$ cat src/cwd_defines.vh
// constants for the configuration word option decoder
`ifndef CWD_DEFINES_VH
`define CWD_DEFINES_VH

// ----------------------------------------------------------------------
// word indices in nonvolatile storage (primary 0..3, alternate 4..7)
// ----------------------------------------------------------------------
`define CWD_IDX_DEVOPT 3'h0
`define CWD_IDX_DEBUG 3'h1
`define CWD_IDX_POWER 3'h2
`define CWD_IDX_WDOG 3'h3
`define CWD_IDX_LAST 3'h7
`define CWD_ALT_BIT 2

// ----------------------------------------------------------------------
// register byte offsets
// ----------------------------------------------------------------------
`define CWD_OFS_DEVOPT 8'h00
`define CWD_OFS_DEBUG 8'h04
`define CWD_OFS_POWER 8'h08
`define CWD_OFS_WDOG 8'h0c
`define CWD_OFS_ALT_DEVOPT 8'h10
`define CWD_OFS_ALT_DEBUG 8'h14
`define CWD_OFS_ALT_POWER 8'h18
`define CWD_OFS_ALT_WDOG 8'h1c
`define CWD_OFS_STATUS 8'h20
`define CWD_OFS_CONTROL 8'h24

// ----------------------------------------------------------------------
// status and control fields
// ----------------------------------------------------------------------
`define CWD_STAT_DONE 0
`define CWD_STAT_MISMATCH 1
`define CWD_STAT_RSVD_FAULT 2
`define CWD_STAT_CLK_RSVD 3
`define CWD_CTRL_SW_BROWNOUT 0
`define CWD_CTRL_RETENTION 1
`define CWD_CTRL_RESET 2'h0

// ----------------------------------------------------------------------
// device options word
// ----------------------------------------------------------------------
`define CWD_USER_ID_HI 31
`define CWD_USER_ID_LO 16
`define CWD_OSC_DRIVE 3
`define CWD_DEVOPT_RSVD 32'h0000fff7

// ----------------------------------------------------------------------
// debug configuration word
// ----------------------------------------------------------------------
`define CWD_DBG_CHAN_HI 4
`define CWD_DBG_CHAN_LO 3
`define CWD_SCAN_EN 2
`define CWD_DEBUG_RSVD 32'hffffffe3

// ----------------------------------------------------------------------
// power-up word
// ----------------------------------------------------------------------
`define CWD_LP_BROWNOUT 3
`define CWD_RET_REG_DIS 2
`define CWD_BROWNOUT_HI 1
`define CWD_BROWNOUT_LO 0
`define CWD_POWER_RSVD 32'hfffffff0
`define CWD_BO_ALWAYS 2'h3
`define CWD_BO_AWAKE 2'h2
`define CWD_BO_SOFTWARE 2'h1
`define CWD_BO_OFF 2'h0

// ----------------------------------------------------------------------
// watchdog word
// ----------------------------------------------------------------------
`define CWD_WD_EN 15
`define CWD_WD_CLK_HI 14
`define CWD_WD_CLK_LO 13
`define CWD_WD_RUN_PS_HI 12
`define CWD_WD_RUN_PS_LO 8
`define CWD_WD_WIN_DIS 7
`define CWD_WD_WIN_HI 6
`define CWD_WD_WIN_LO 5
`define CWD_WD_SLP_PS_HI 4
`define CWD_WD_SLP_PS_LO 0
`define CWD_WDOG_RSVD 32'hffff0000
`define CWD_CLK_LOW_POWER_RC 2'h3
`define CWD_CLK_FAST_RC 2'h2
`define CWD_CLK_RESERVED 2'h1
`define CWD_CLK_SYSTEM 2'h0
`define CWD_PS_MAX 5'h14
`define CWD_WIN_25 3'h2
`define CWD_WIN_37 3'h3
`define CWD_WIN_50 3'h4
`define CWD_WIN_75 3'h6

`endif

$ cat src/cwd_option_decoder.v
// configuration word loader and option decoder
//
// What this block does
// - upper device options half is user identifier
// - options bit 3: one normal, zero high drive
// - debug field picks pin pair or none
// - debug bit 2 enables boundary-scan port
// - power bit 3 enables low-power detector when main one off
// - power bit 2 disables retention regulator
// - brownout 11: always on, software ignored
// - brownout 10: on awake, off asleep
// - 01 software decides, 00 always off
// - watchdog bit 15 enables watchdog
// - run clock: 11 low-power, 10 fast, 00 system
// - run postscale power of two, saturating
// - sleep watchdog clock is low-power oscillator
// - watchdog bit 7 zero enables window mode
// - window size 25, 37.5, 50, 75 percent
// - sleep postscale same encoding, saturating
`timescale 1ns/10ps
`default_nettype none
`include "cwd_defines.vh"

module cwd_option_decoder #(
   parameter ADDR_W = 8
) (
   // clock and reset
   input wire ref_clk,
   input wire rst_b,
   // nonvolatile storage read port, data one cycle after the strobe
   output wire nvm_rd,
   output reg [2:0] nvm_addr,
   input wire [31:0] nvm_rdata,
   // register port
   input wire [ADDR_W-1:0] reg_addr,
   input wire [31:0] reg_wdata,
   input wire reg_wr,
   input wire reg_rd,
   output reg [31:0] reg_rdata,
   // power state from the power manager, same clock
   input wire sleep_mode,
   // load status
   output reg config_valid,
   // device options
   output reg [15:0] user_identifier,
   output reg low_freq_osc_drive_select,
   // debug
   output reg [2:0] debug_pin_pair_select,
   output reg boundary_scan_port_enable,
   // power supervisor
   output reg brownout_reset_enable,
   output reg low_power_brownout_enable,
   output reg retention_regulator_enable,
   output reg retention_regulator_in_sleep,
   // watchdog
   output reg watchdog_enable,
   output reg wd_clk_low_power_rc,
   output reg wd_clk_fast_rc,
   output reg wd_clk_system,
   output reg [4:0] wd_postscale_exp,
   output reg window_mode_enable,
   output reg [2:0] watchdog_window_eighths
);

   // ----------------------------------------------------------------------
   // load sequencer
   // ----------------------------------------------------------------------
   localparam S_LOAD = 2'h0;
   localparam S_DRAIN = 2'h1;
   localparam S_DECODE = 2'h2;
   localparam S_DONE = 2'h3;

   reg [1:0] state;
   reg [1:0] next_state;
   reg rd_pend;
   reg [2:0] pend_idx;
   reg [31:0] word_mem [0:7];
   integer i;

   // both copies are fetched so software can see whether they agree
   assign nvm_rd = (state == S_LOAD);

   always @* begin
      case (state)
         S_LOAD: begin
            if (nvm_addr == `CWD_IDX_LAST) begin
               next_state = S_DRAIN;
            end else begin
               next_state = S_LOAD;
            end
         end
         S_DRAIN: begin
            if (rd_pend) begin
               next_state = S_DRAIN;
            end else begin
               next_state = S_DECODE;
            end
         end
         S_DECODE: begin
            next_state = S_DONE;
         end
         S_DONE: begin
            next_state = S_DONE;
         end
         default: begin
            next_state = S_LOAD;
         end
      endcase
   end

   always @(posedge ref_clk or negedge rst_b) begin
      if (!rst_b) begin
         state <= S_LOAD;
         nvm_addr <= 3'h0;
         rd_pend <= 1'b0;
         pend_idx <= 3'h0;
      end else begin
         state <= next_state;
         rd_pend <= nvm_rd;
         pend_idx <= nvm_addr;
         if (nvm_rd && nvm_addr != `CWD_IDX_LAST) begin
            nvm_addr <= nvm_addr + 3'h1;
         end
      end
   end

   // storage is only written during the load, never by software
   always @(posedge ref_clk or negedge rst_b) begin
      if (!rst_b) begin
         for (i = 0; i < 8; i = i + 1) begin
            word_mem[i] <= 32'hffffffff;
         end
      end else if (rd_pend && state != S_DONE) begin
         word_mem[pend_idx] <= nvm_rdata;
      end
   end

   // ----------------------------------------------------------------------
   // primary words and integrity checks
   // ----------------------------------------------------------------------
   wire [31:0] devopt_w = word_mem[`CWD_IDX_DEVOPT];
   wire [31:0] debug_w = word_mem[`CWD_IDX_DEBUG];
   wire [31:0] power_w = word_mem[`CWD_IDX_POWER];
   wire [31:0] wdog_w = word_mem[`CWD_IDX_WDOG];
   wire [1:0] bo_mode = power_w[`CWD_BROWNOUT_HI:`CWD_BROWNOUT_LO];
   wire [1:0] clk_code = wdog_w[`CWD_WD_CLK_HI:`CWD_WD_CLK_LO];
   wire [4:0] run_ps = wdog_w[`CWD_WD_RUN_PS_HI:`CWD_WD_RUN_PS_LO];
   wire [4:0] slp_ps = wdog_w[`CWD_WD_SLP_PS_HI:`CWD_WD_SLP_PS_LO];
   wire [1:0] win_code = wdog_w[`CWD_WD_WIN_HI:`CWD_WD_WIN_LO];

   // a reserved bit left at zero means the part was mis-programmed
   wire rsvd_fault =
      ((devopt_w & `CWD_DEVOPT_RSVD) != `CWD_DEVOPT_RSVD) ||
      ((debug_w & `CWD_DEBUG_RSVD) != `CWD_DEBUG_RSVD) ||
      ((power_w & `CWD_POWER_RSVD) != `CWD_POWER_RSVD) ||
      ((wdog_w & `CWD_WDOG_RSVD) != `CWD_WDOG_RSVD);

   wire copy_mismatch =
      (devopt_w != word_mem[{1'b1, 2'h0}]) ||
      (debug_w != word_mem[{1'b1, 2'h1}]) ||
      (power_w != word_mem[{1'b1, 2'h2}]) ||
      (wdog_w != word_mem[{1'b1, 2'h3}]);

   reg stat_mismatch;
   reg stat_rsvd_fault;
   reg stat_clk_rsvd;

   // ----------------------------------------------------------------------
   // saturating postscale decode
   // ----------------------------------------------------------------------
   function [4:0] ps_exp;
      input [4:0] code;
      begin
         if (code > `CWD_PS_MAX) begin
            ps_exp = `CWD_PS_MAX;
         end else begin
            ps_exp = code;
         end
      end
   endfunction

   // ----------------------------------------------------------------------
   // software control register
   // ----------------------------------------------------------------------
   reg sw_brownout_enable;
   reg runtime_retention_enable;

   always @(posedge ref_clk or negedge rst_b) begin
      if (!rst_b) begin
         sw_brownout_enable <= 1'b0;
         runtime_retention_enable <= 1'b0;
      end else if (reg_wr && reg_addr == `CWD_OFS_CONTROL) begin
         sw_brownout_enable <= reg_wdata[`CWD_CTRL_SW_BROWNOUT];
         runtime_retention_enable <= reg_wdata[`CWD_CTRL_RETENTION];
      end
   end

   // ----------------------------------------------------------------------
   // options captured once per reset, and the postscale exponent that follows the mode
   // ----------------------------------------------------------------------
   always @(posedge ref_clk or negedge rst_b) begin
      if (!rst_b) begin
         config_valid <= 1'b0;
         user_identifier <= 16'h0000;
         low_freq_osc_drive_select <= 1'b1;
         debug_pin_pair_select <= 3'h0;
         boundary_scan_port_enable <= 1'b0;
         watchdog_enable <= 1'b0;
         wd_postscale_exp <= 5'h00;
         window_mode_enable <= 1'b0;
         watchdog_window_eighths <= `CWD_WIN_75;
         stat_mismatch <= 1'b0;
         stat_rsvd_fault <= 1'b0;
         stat_clk_rsvd <= 1'b0;
      end else if (state == S_DECODE) begin
         config_valid <= 1'b1;
         user_identifier <=
            devopt_w[`CWD_USER_ID_HI:`CWD_USER_ID_LO];
         low_freq_osc_drive_select <= devopt_w[`CWD_OSC_DRIVE];
         case (debug_w[`CWD_DBG_CHAN_HI:`CWD_DBG_CHAN_LO])
            2'h3: begin
               debug_pin_pair_select <= 3'h1;
            end
            2'h2: begin
               debug_pin_pair_select <= 3'h2;
            end
            2'h1: begin
               debug_pin_pair_select <= 3'h4;
            end
            default: begin
               debug_pin_pair_select <= 3'h0;
            end
         endcase
         boundary_scan_port_enable <= debug_w[`CWD_SCAN_EN];
         watchdog_enable <= wdog_w[`CWD_WD_EN];
         window_mode_enable <= ~wdog_w[`CWD_WD_WIN_DIS];
         case (win_code)
            2'h3: begin
               watchdog_window_eighths <= `CWD_WIN_25;
            end
            2'h2: begin
               watchdog_window_eighths <= `CWD_WIN_37;
            end
            2'h1: begin
               watchdog_window_eighths <= `CWD_WIN_50;
            end
            default: begin
               watchdog_window_eighths <= `CWD_WIN_75;
            end
         endcase
         stat_mismatch <= copy_mismatch;
         stat_rsvd_fault <= rsvd_fault;
         stat_clk_rsvd <= (clk_code == `CWD_CLK_RESERVED);
      end else if (state == S_DONE) begin
         // run and sleep counts differ, so the exponent follows the mode
         if (sleep_mode) begin
            wd_postscale_exp <= ps_exp(slp_ps);
         end else begin
            wd_postscale_exp <= ps_exp(run_ps);
         end
      end
   end

   // ----------------------------------------------------------------------
   // mode-dependent options, kept off until the words are loaded
   // ----------------------------------------------------------------------
   reg next_bo;

   always @* begin
      case (bo_mode)
         `CWD_BO_ALWAYS: begin
            next_bo = 1'b1;
         end
         `CWD_BO_AWAKE: begin
            next_bo = ~sleep_mode;
         end
         `CWD_BO_SOFTWARE: begin
            next_bo = sw_brownout_enable;
         end
         default: begin
            next_bo = 1'b0;
         end
      endcase
   end

   always @(posedge ref_clk or negedge rst_b) begin
      if (!rst_b) begin
         brownout_reset_enable <= 1'b0;
         low_power_brownout_enable <= 1'b0;
         retention_regulator_enable <= 1'b0;
         retention_regulator_in_sleep <= 1'b0;
         wd_clk_low_power_rc <= 1'b0;
         wd_clk_fast_rc <= 1'b0;
         wd_clk_system <= 1'b0;
      end else if (config_valid) begin
         brownout_reset_enable <= next_bo;
         low_power_brownout_enable <=
            power_w[`CWD_LP_BROWNOUT] & ~next_bo;
         retention_regulator_enable <= ~power_w[`CWD_RET_REG_DIS];
         retention_regulator_in_sleep <= ~power_w[`CWD_RET_REG_DIS] &
            runtime_retention_enable & sleep_mode;
         if (sleep_mode) begin
            wd_clk_low_power_rc <= 1'b1;
            wd_clk_fast_rc <= 1'b0;
            wd_clk_system <= 1'b0;
         end else begin
            // the reserved run code falls back to the system clock
            wd_clk_low_power_rc <=
               (clk_code == `CWD_CLK_LOW_POWER_RC);
            wd_clk_fast_rc <= (clk_code == `CWD_CLK_FAST_RC);
            wd_clk_system <= (clk_code == `CWD_CLK_SYSTEM) ||
               (clk_code == `CWD_CLK_RESERVED);
         end
      end
   end

   // ----------------------------------------------------------------------
   // register read port; config words ignore writes
   // ----------------------------------------------------------------------
   reg [31:0] next_rdata;

   always @* begin
      next_rdata = 32'h00000000;
      case (reg_addr)
         `CWD_OFS_DEVOPT: begin
            next_rdata = devopt_w;
         end
         `CWD_OFS_DEBUG: begin
            next_rdata = debug_w;
         end
         `CWD_OFS_POWER: begin
            next_rdata = power_w;
         end
         `CWD_OFS_WDOG: begin
            next_rdata = wdog_w;
         end
         `CWD_OFS_ALT_DEVOPT: begin
            next_rdata = word_mem[4];
         end
         `CWD_OFS_ALT_DEBUG: begin
            next_rdata = word_mem[5];
         end
         `CWD_OFS_ALT_POWER: begin
            next_rdata = word_mem[6];
         end
         `CWD_OFS_ALT_WDOG: begin
            next_rdata = word_mem[7];
         end
         `CWD_OFS_STATUS: begin
            next_rdata[`CWD_STAT_DONE] = config_valid;
            next_rdata[`CWD_STAT_MISMATCH] = stat_mismatch;
            next_rdata[`CWD_STAT_RSVD_FAULT] = stat_rsvd_fault;
            next_rdata[`CWD_STAT_CLK_RSVD] = stat_clk_rsvd;
         end
         `CWD_OFS_CONTROL: begin
            next_rdata[`CWD_CTRL_SW_BROWNOUT] = sw_brownout_enable;
            next_rdata[`CWD_CTRL_RETENTION] = runtime_retention_enable;
         end
         default: next_rdata = 32'h00000000;
      endcase
   end

   always @(posedge ref_clk or negedge rst_b) begin
      if (!rst_b) begin
         reg_rdata <= 32'h00000000;
      end else if (reg_rd) begin
         reg_rdata <= next_rdata;
      end else begin
         reg_rdata <= 32'h00000000;
      end
   end

endmodule
`default_nettype wire

$ cat config.mk
export PLATFORM = sky130hd
export DESIGN_NAME = cwd_option_decoder
export DESIGN_NICKNAME = d
export VERILOG_FILES = /design/src/cwd_option_decoder.v
export VERILOG_INCLUDE_DIRS = /design/src
export SDC_FILE = /design/constraint.sdc
export NUM_CORES = 1
export LEC_CHECK = 0
export BUFFER_PORTS_ARGS = -buffer_cell sky130_fd_sc_hd__buf_2
export CAP_MARGIN = 10
export CORE_MARGIN = 5
export CORE_UTILIZATION = 55
export DETAILED_ROUTE_END_ITERATION = 7
export GPL_TIMING_DRIVEN = 0
export PLACE_DENSITY_LB_ADDON = 0.08
export SETUP_SLACK_MARGIN = 0.4
export SLEW_MARGIN = 30
export SYNTH_ARGS = -nofsm -noshare
export SYNTH_HDL_FRONTEND = slang
export SYNTH_SLANG_ARGS = --single-unit
$ cat constraint.sdc
create_clock -name ref_clk -period 2.9 [get_ports ref_clk]
set_input_delay 0.435 -clock ref_clk [delete_from_list [all_inputs] [get_ports ref_clk]]
set_output_delay 0.435 -clock ref_clk [all_outputs]
set_load 0.02 [all_outputs]
**After elaboration in Yosys (flattened, before gate mapping)**

Index checks and enable logic that the tools add are counted.

- Register bits: 341
- Logic and storage cells: 118

- $add $sub $neg: 1
- Magnitude comparators: 4
- Equality and inequality tests: 35
- Multiplexer cells: 19
- Bitwise gates (word level): 9
- Reduce and logical (&&, ||, !) cells: 16

Operator list:

| kind | number |
|---|---|
| $bwmux W256 | 1 |
| $pmux W28 S8 | 1 |
| $ne A32 B32 Y1 | 4 |
| $demux W32 S3 | 1 |
| $mux W32 | 2 |
| $eq A8 B5 Y1 const B | 4 |
| $ne A29 B29 Y1 const B | 1 |
| $ne A28 B28 Y1 const B | 1 |
| $eq A2 B2 Y1 const B | 10 |
| $pmux W2 S10 | 1 |
| $pmux W2 S9 | 1 |
| $pmux W3 S3 | 2 |
| $eq A8 B4 Y1 const B | 2 |
| $eq A8 B6 Y1 const B | 2 |
| $ne A16 B16 Y1 const B | 1 |
| $mux W5 | 3 |
| $ne A15 B15 Y1 const B | 1 |
| $eq A2 B1 Y1 const B | 5 |
| $gt A5 B5 Y1 const B | 2 |
| $eq A8 B3 Y1 const B | 1 |
| $logic_not A8 Y1 | 1 |
| $logic_or A1 B1 Y1 | 7 |
| $pmux W2 S3 | 1 |
| $not A1 Y1 | 5 |
| other kinds (15) | 24 |

**Depth between registers and ports, before layout**

- Word-level depth: 6
- Mapped depth: 8

**Least setup slack after synthesis**

No wires, ideal clock.

- Kind: flip-flop to flip-flop
- Start: register word_mem, in the netlist power_w[28]
- End: register stat_mismatch
- Data arrival time: 1,671 ps
- Required time: 2,767 ps
- Slack: 1,096 ps
- Cell stages (with the launch flop): 7
- Period minus slack after synthesis: 1,804 ps
- Cell sequence: dfstp_2 -> inv_1 -> a2111o_1 -> a2111oi_0 -> nand4_1 -> nor3_1 -> a31oi_1

- Longest elaborated chain between the ends: 3

Ends and longest elaborated chain:

| what | line | text |
|---|---|---|
| start: declaration | cwd_option_decoder.v:77 | `reg [31:0] word_mem [0:7];` |
| start signal: indexed assignment | cwd_option_decoder.v:134 | `word_mem[pend_idx] <= nvm_rdata;` |
| $ne A32 B32 Y1 | cwd_option_decoder.v:161 | `(power_w != word_mem[{1'b1, 2'h2}]) \|\|` |
| $logic_or A1 B1 Y1 | cwd_option_decoder.v:160 | `(debug_w != word_mem[{1'b1, 2'h1}]) \|\|` |
| $logic_or A1 B1 Y1 | cwd_option_decoder.v:161 |  |
| end signal: assignment | cwd_option_decoder.v:251 | `stat_mismatch <= copy_mismatch;` |
| end: declaration | cwd_option_decoder.v:164 | `reg stat_mismatch;` |

No other way between the ends.
A chain may end at the register's enable or synchronous reset.

**Worst setup path after layout**

- Start: register word_mem, in the netlist wdog_w[14]
- End: register stat_mismatch

- Longest elaborated chain between the ends: 2

Ends and longest elaborated chain:

| what | line | text |
|---|---|---|
| $ne A32 B32 Y1 | cwd_option_decoder.v:162 | `(wdog_w != word_mem[{1'b1, 2'h3}]);` |
| $logic_or A1 B1 Y1 | cwd_option_decoder.v:161 |  |

No other way between the ends.

==> results by group <==
Outcome
  • Status: completed

Floorplan
  • Die Wd: 181 µm
  • Core area: 28700 µm²
  • Starting Density: 0.558
  • I/O pins: 152
  • Die Ht: 181 µm
  • Row Count: 62
  • DIE AREA: 32600 µm²

Cells and area
  • Number of antenna diodes: 0
  • Area added between synthesis and finish: 16.4%
  • NumNets Final: 1553
  • Layout cell share with drive strength beyond 1: 0.501
  • Filler cells: 2279
  • Finished Layout Cells: 1888
  • Area of the multi-input gates: 6730 µm²
  • Reg area: 8860 µm²

Power
  • Leakage: 7.51 nW
  • Pwr Density: 599 nW/µm²
  • Total power: 11.2 mW
  • Peak supply drop: 553 µV

Clock network
  • Clock sinks: 341
  • H-tree Lvls: 2
  • Root Driver: clkbuf_16
  • CTS max path bufs: 3
  • Worst-path clk slew: 60 ps
  • Skew-Pair Late Insertion Delay: 540 ps
  • CTS tree: built
  • CTS buffer count: 38

Synthesis
  • Commonest cells in the netlist: 259 x dfstp_2, 239 x mux2_2, 134 x nand2_1
  • Cell taking the most area after synthesis: dfstp_2
  • Most numerous cell in the Yosys netlist: dfstp_2
  • Top cells by area, synth: dfstp_2 43%, mux2_2 17%, dfrtp_1 13%
  • Seq/Total Area, Yosys: 0.553
  • Synth warn: 0
  • Synth unique cells: 49
  • Synth Cell Area: 16000 µm²
  • Post-Syn Nets: 1383
  • Mapped Cells: 1304
  • Post-synth top flop: dfstp_2
  • Post-synth top area share: 0.425
  • Yosys reg bits: 341
  • Mapped Avg Cell Area: 12.3 µm²
  • Post-synth EDFFs: 0
  • Async SR Flop Fraction: 1.00

Placement
  • Dpl hpwl: 44000 µm
  • DP Cell Count: 1811
  • Final GP Congestion: 1.03
  • Port Buffer Count: 119

Global routing
  • Largest net degree at the start of global routing: 90
  • Number of global-route vias before repair: 12.4k
  • Gr usage total: 0.365
  • Total grt overflow: 0
  • Initial antenna violation count: 2
  • First-pass GRT wire length: 87800 µm

STA
  • Final setup violation count: 0
  • Final Cycle Share: 0.873
  • Final hold violation count: 0
  • Max Clock Freq: 0.395 GHz
  • Worst clock skew: 29.4 ps
  • Fin crit period: 2530 ps
  • Fin. max-slew vios: 0
  • RSZ-0062 raised after global routing: false
  • Smallest hold slack: 147 ps
  • Worst slew pin tran: 898 ps
  • Slew headroom: 0.401

Setup path
  • Worst EP arrival: 2920 ps
  • WP data required: 3290 ps
  • Reg2Reg Depth: 6
  • Slowest cell on crit path: dfstp_2
  • Critical path endpoint category: flop
  • Critical-path cell list: nand2b_1 > o2111ai_1 > a2111oi_0 > nand4_1 > nor3_1 > a31oi_1
  • Startpoint Class: flop
  • Worst-path fanout max: 6
  • Largest stage delay, worst path: 640 ps
  • Crit path kind: reg -> reg

Flow run
  • Max_cap viols: 0

Routing
  • Initial DRC count: 1776
  • Avg WL per Cell: 32.1 µm
  • Pre-antenna DRT Iters: 8
  • Detailed-route wire length: 60700 µm
  • DR vias/cell: 6.69
  • Remaining routing DRC violations: 0
  • Antenna viol nets, final: 0
  • Vias: 12.6k

Hold path
  • Type of the tightest min-delay check: in -> reg
  • WHS Path Cells: 2
[critical path, delay by kind of cell, from the launching register on]
| family | cells | cell delay (ps) |
|---|---|---|
| DFF | 1 | 640 |
| and+or+nand+nor | 3 | 820 |
| AOI/OAI and AO/OA | 3 | 950 |
[cells in the final DEF, fill, tap and decap left out, types with 6 or more instances in the layout]
master	netlist	routed
a221oi_1	38	38
a222oi_1	31	31
clkbuf_1	21	29
dfrtp_1	82	82
nor2_1	19	19
nor3_1	6	6
nor2b_1	14	14
clkinv_2	0	8
nand3_1	7	7
o21ai_0	46	46
a31oi_1	32	32
xnor2_1	41	35
nand2_1	134	134
dfstp_2	259	259
nand4_1	40	40
o2bb2ai_1	7	7
mux2_2	239	239
inv_1	55	55
buf_4	6	12
o22ai_1	20	20
a22oi_1	8	8
nor4_1	23	20
clkbuf_16	0	41
nand2b_1	17	17
a22o_1	33	33
xor2_1	36	36
clkbuf_8	0	8
a21oi_1	9	9
buf_2	41	159
[stage by stage]
| stage | utilization | area, µm² | TNS (ps) | setup WS, ps |
|---|---|---|---|---|
| after floorplan | - | 16000 | 0 | 1100 |
| after global placement | 0.595 | 17100 | -1095960 | -4830 |
| after detailed placement | 0.600 | 17200 | -501 | -501 |
| after CTS | 0.649 | 18600 | 0 | 397 |
| final | 0.649 | 18600 | 0 | 368 |
| after global routing | 0.649 | 18600 | 0 | 413 |
[power by group]
part | switching (mW) | total [mW] | leakage [nW] | internal [mW]
clock network | 2.00 | 4.89 | 0.629 | 2.89
registers | 0.289 | 5.42 | 3.74 | 5.13
logic | 0.517 | 0.853 | 3.14 | 0.336
[kinds of logic (layout without fill, tap and decap cells)]
logic type	after synthesis	after routing	share of synthesized area
buf+inv	123	323	0.0334
xor+xnor	77	77	0.0421
simple gates	277	277	0.0865
compound gates	242	242	0.113
flops	341	341	0.553
fa+ha+maj	2	2	0.00156
mux	242	242	0.170
[cell type report]
class,instances,area share
flip-flops and latches,341,0.475
multi-input cells,840,0.361
clock buffers,58,0.0628
repair buffers,130,0.0413
well taps,384,0.0258
plain buffers,68,0.0177
inverters,55,0.0111
clock inverters,12,0.00524
[metal layers]
metal | part of all wire | GRT usage
met4 | 0.046 | 0.149
met3 | 0.10 | 0.0785
met1 | 0.41 | 0.519
met5 | 0.00021 | 0
met2 | 0.44 | 0.548
[repair_timing]
| item | CTS | global route |
|---|---|---|
| gates resized for setup | 14 | 1 |
| endpoints found under the hold margin | 3 | 0 |
| setup buffers | 6 | 0 |
| setup endpoints to repair | 1 | 1 |
| hold buffers | 1 | 0 |
| pin swaps | 9 | 2 |
| gates cloned | 0 | 0 |
[sequential cells by signal, summed over array words and instances, names as in the netlist, 2 cells and up]
| signal | cells |
|---|---|
| nvm_addr | 3 |
| state | 2 |
| devopt_w | 32 |
| watchdog_window_eighths | 3 |
| power_w | 32 |
| debug_w | 32 |
| wdog_w | 32 |
| reg_rdata | 32 |
| debug_pin_pair_select | 3 |
| user_identifier | 16 |
| word_mem | 128 |
| wd_postscale_exp | 5 |
| pend_idx | 3 |
[final timing paths]
path,start,endpoint,slack [ps]
hold reg to reg,nvm_addr[2],pend_idx[2],420
setup reg to reg,wdog_w[14],stat_mismatch,370
max in group asynchronous,rst_b,devopt_w[17],1340
min in group asynchronous,rst_b,low_power_brownout_enable,380
hold / removal,reg_wdata[0],sw_brownout_enable,150
setup / recovery,wdog_w[14],stat_mismatch,370
Power figures use the tool's default switching activity.
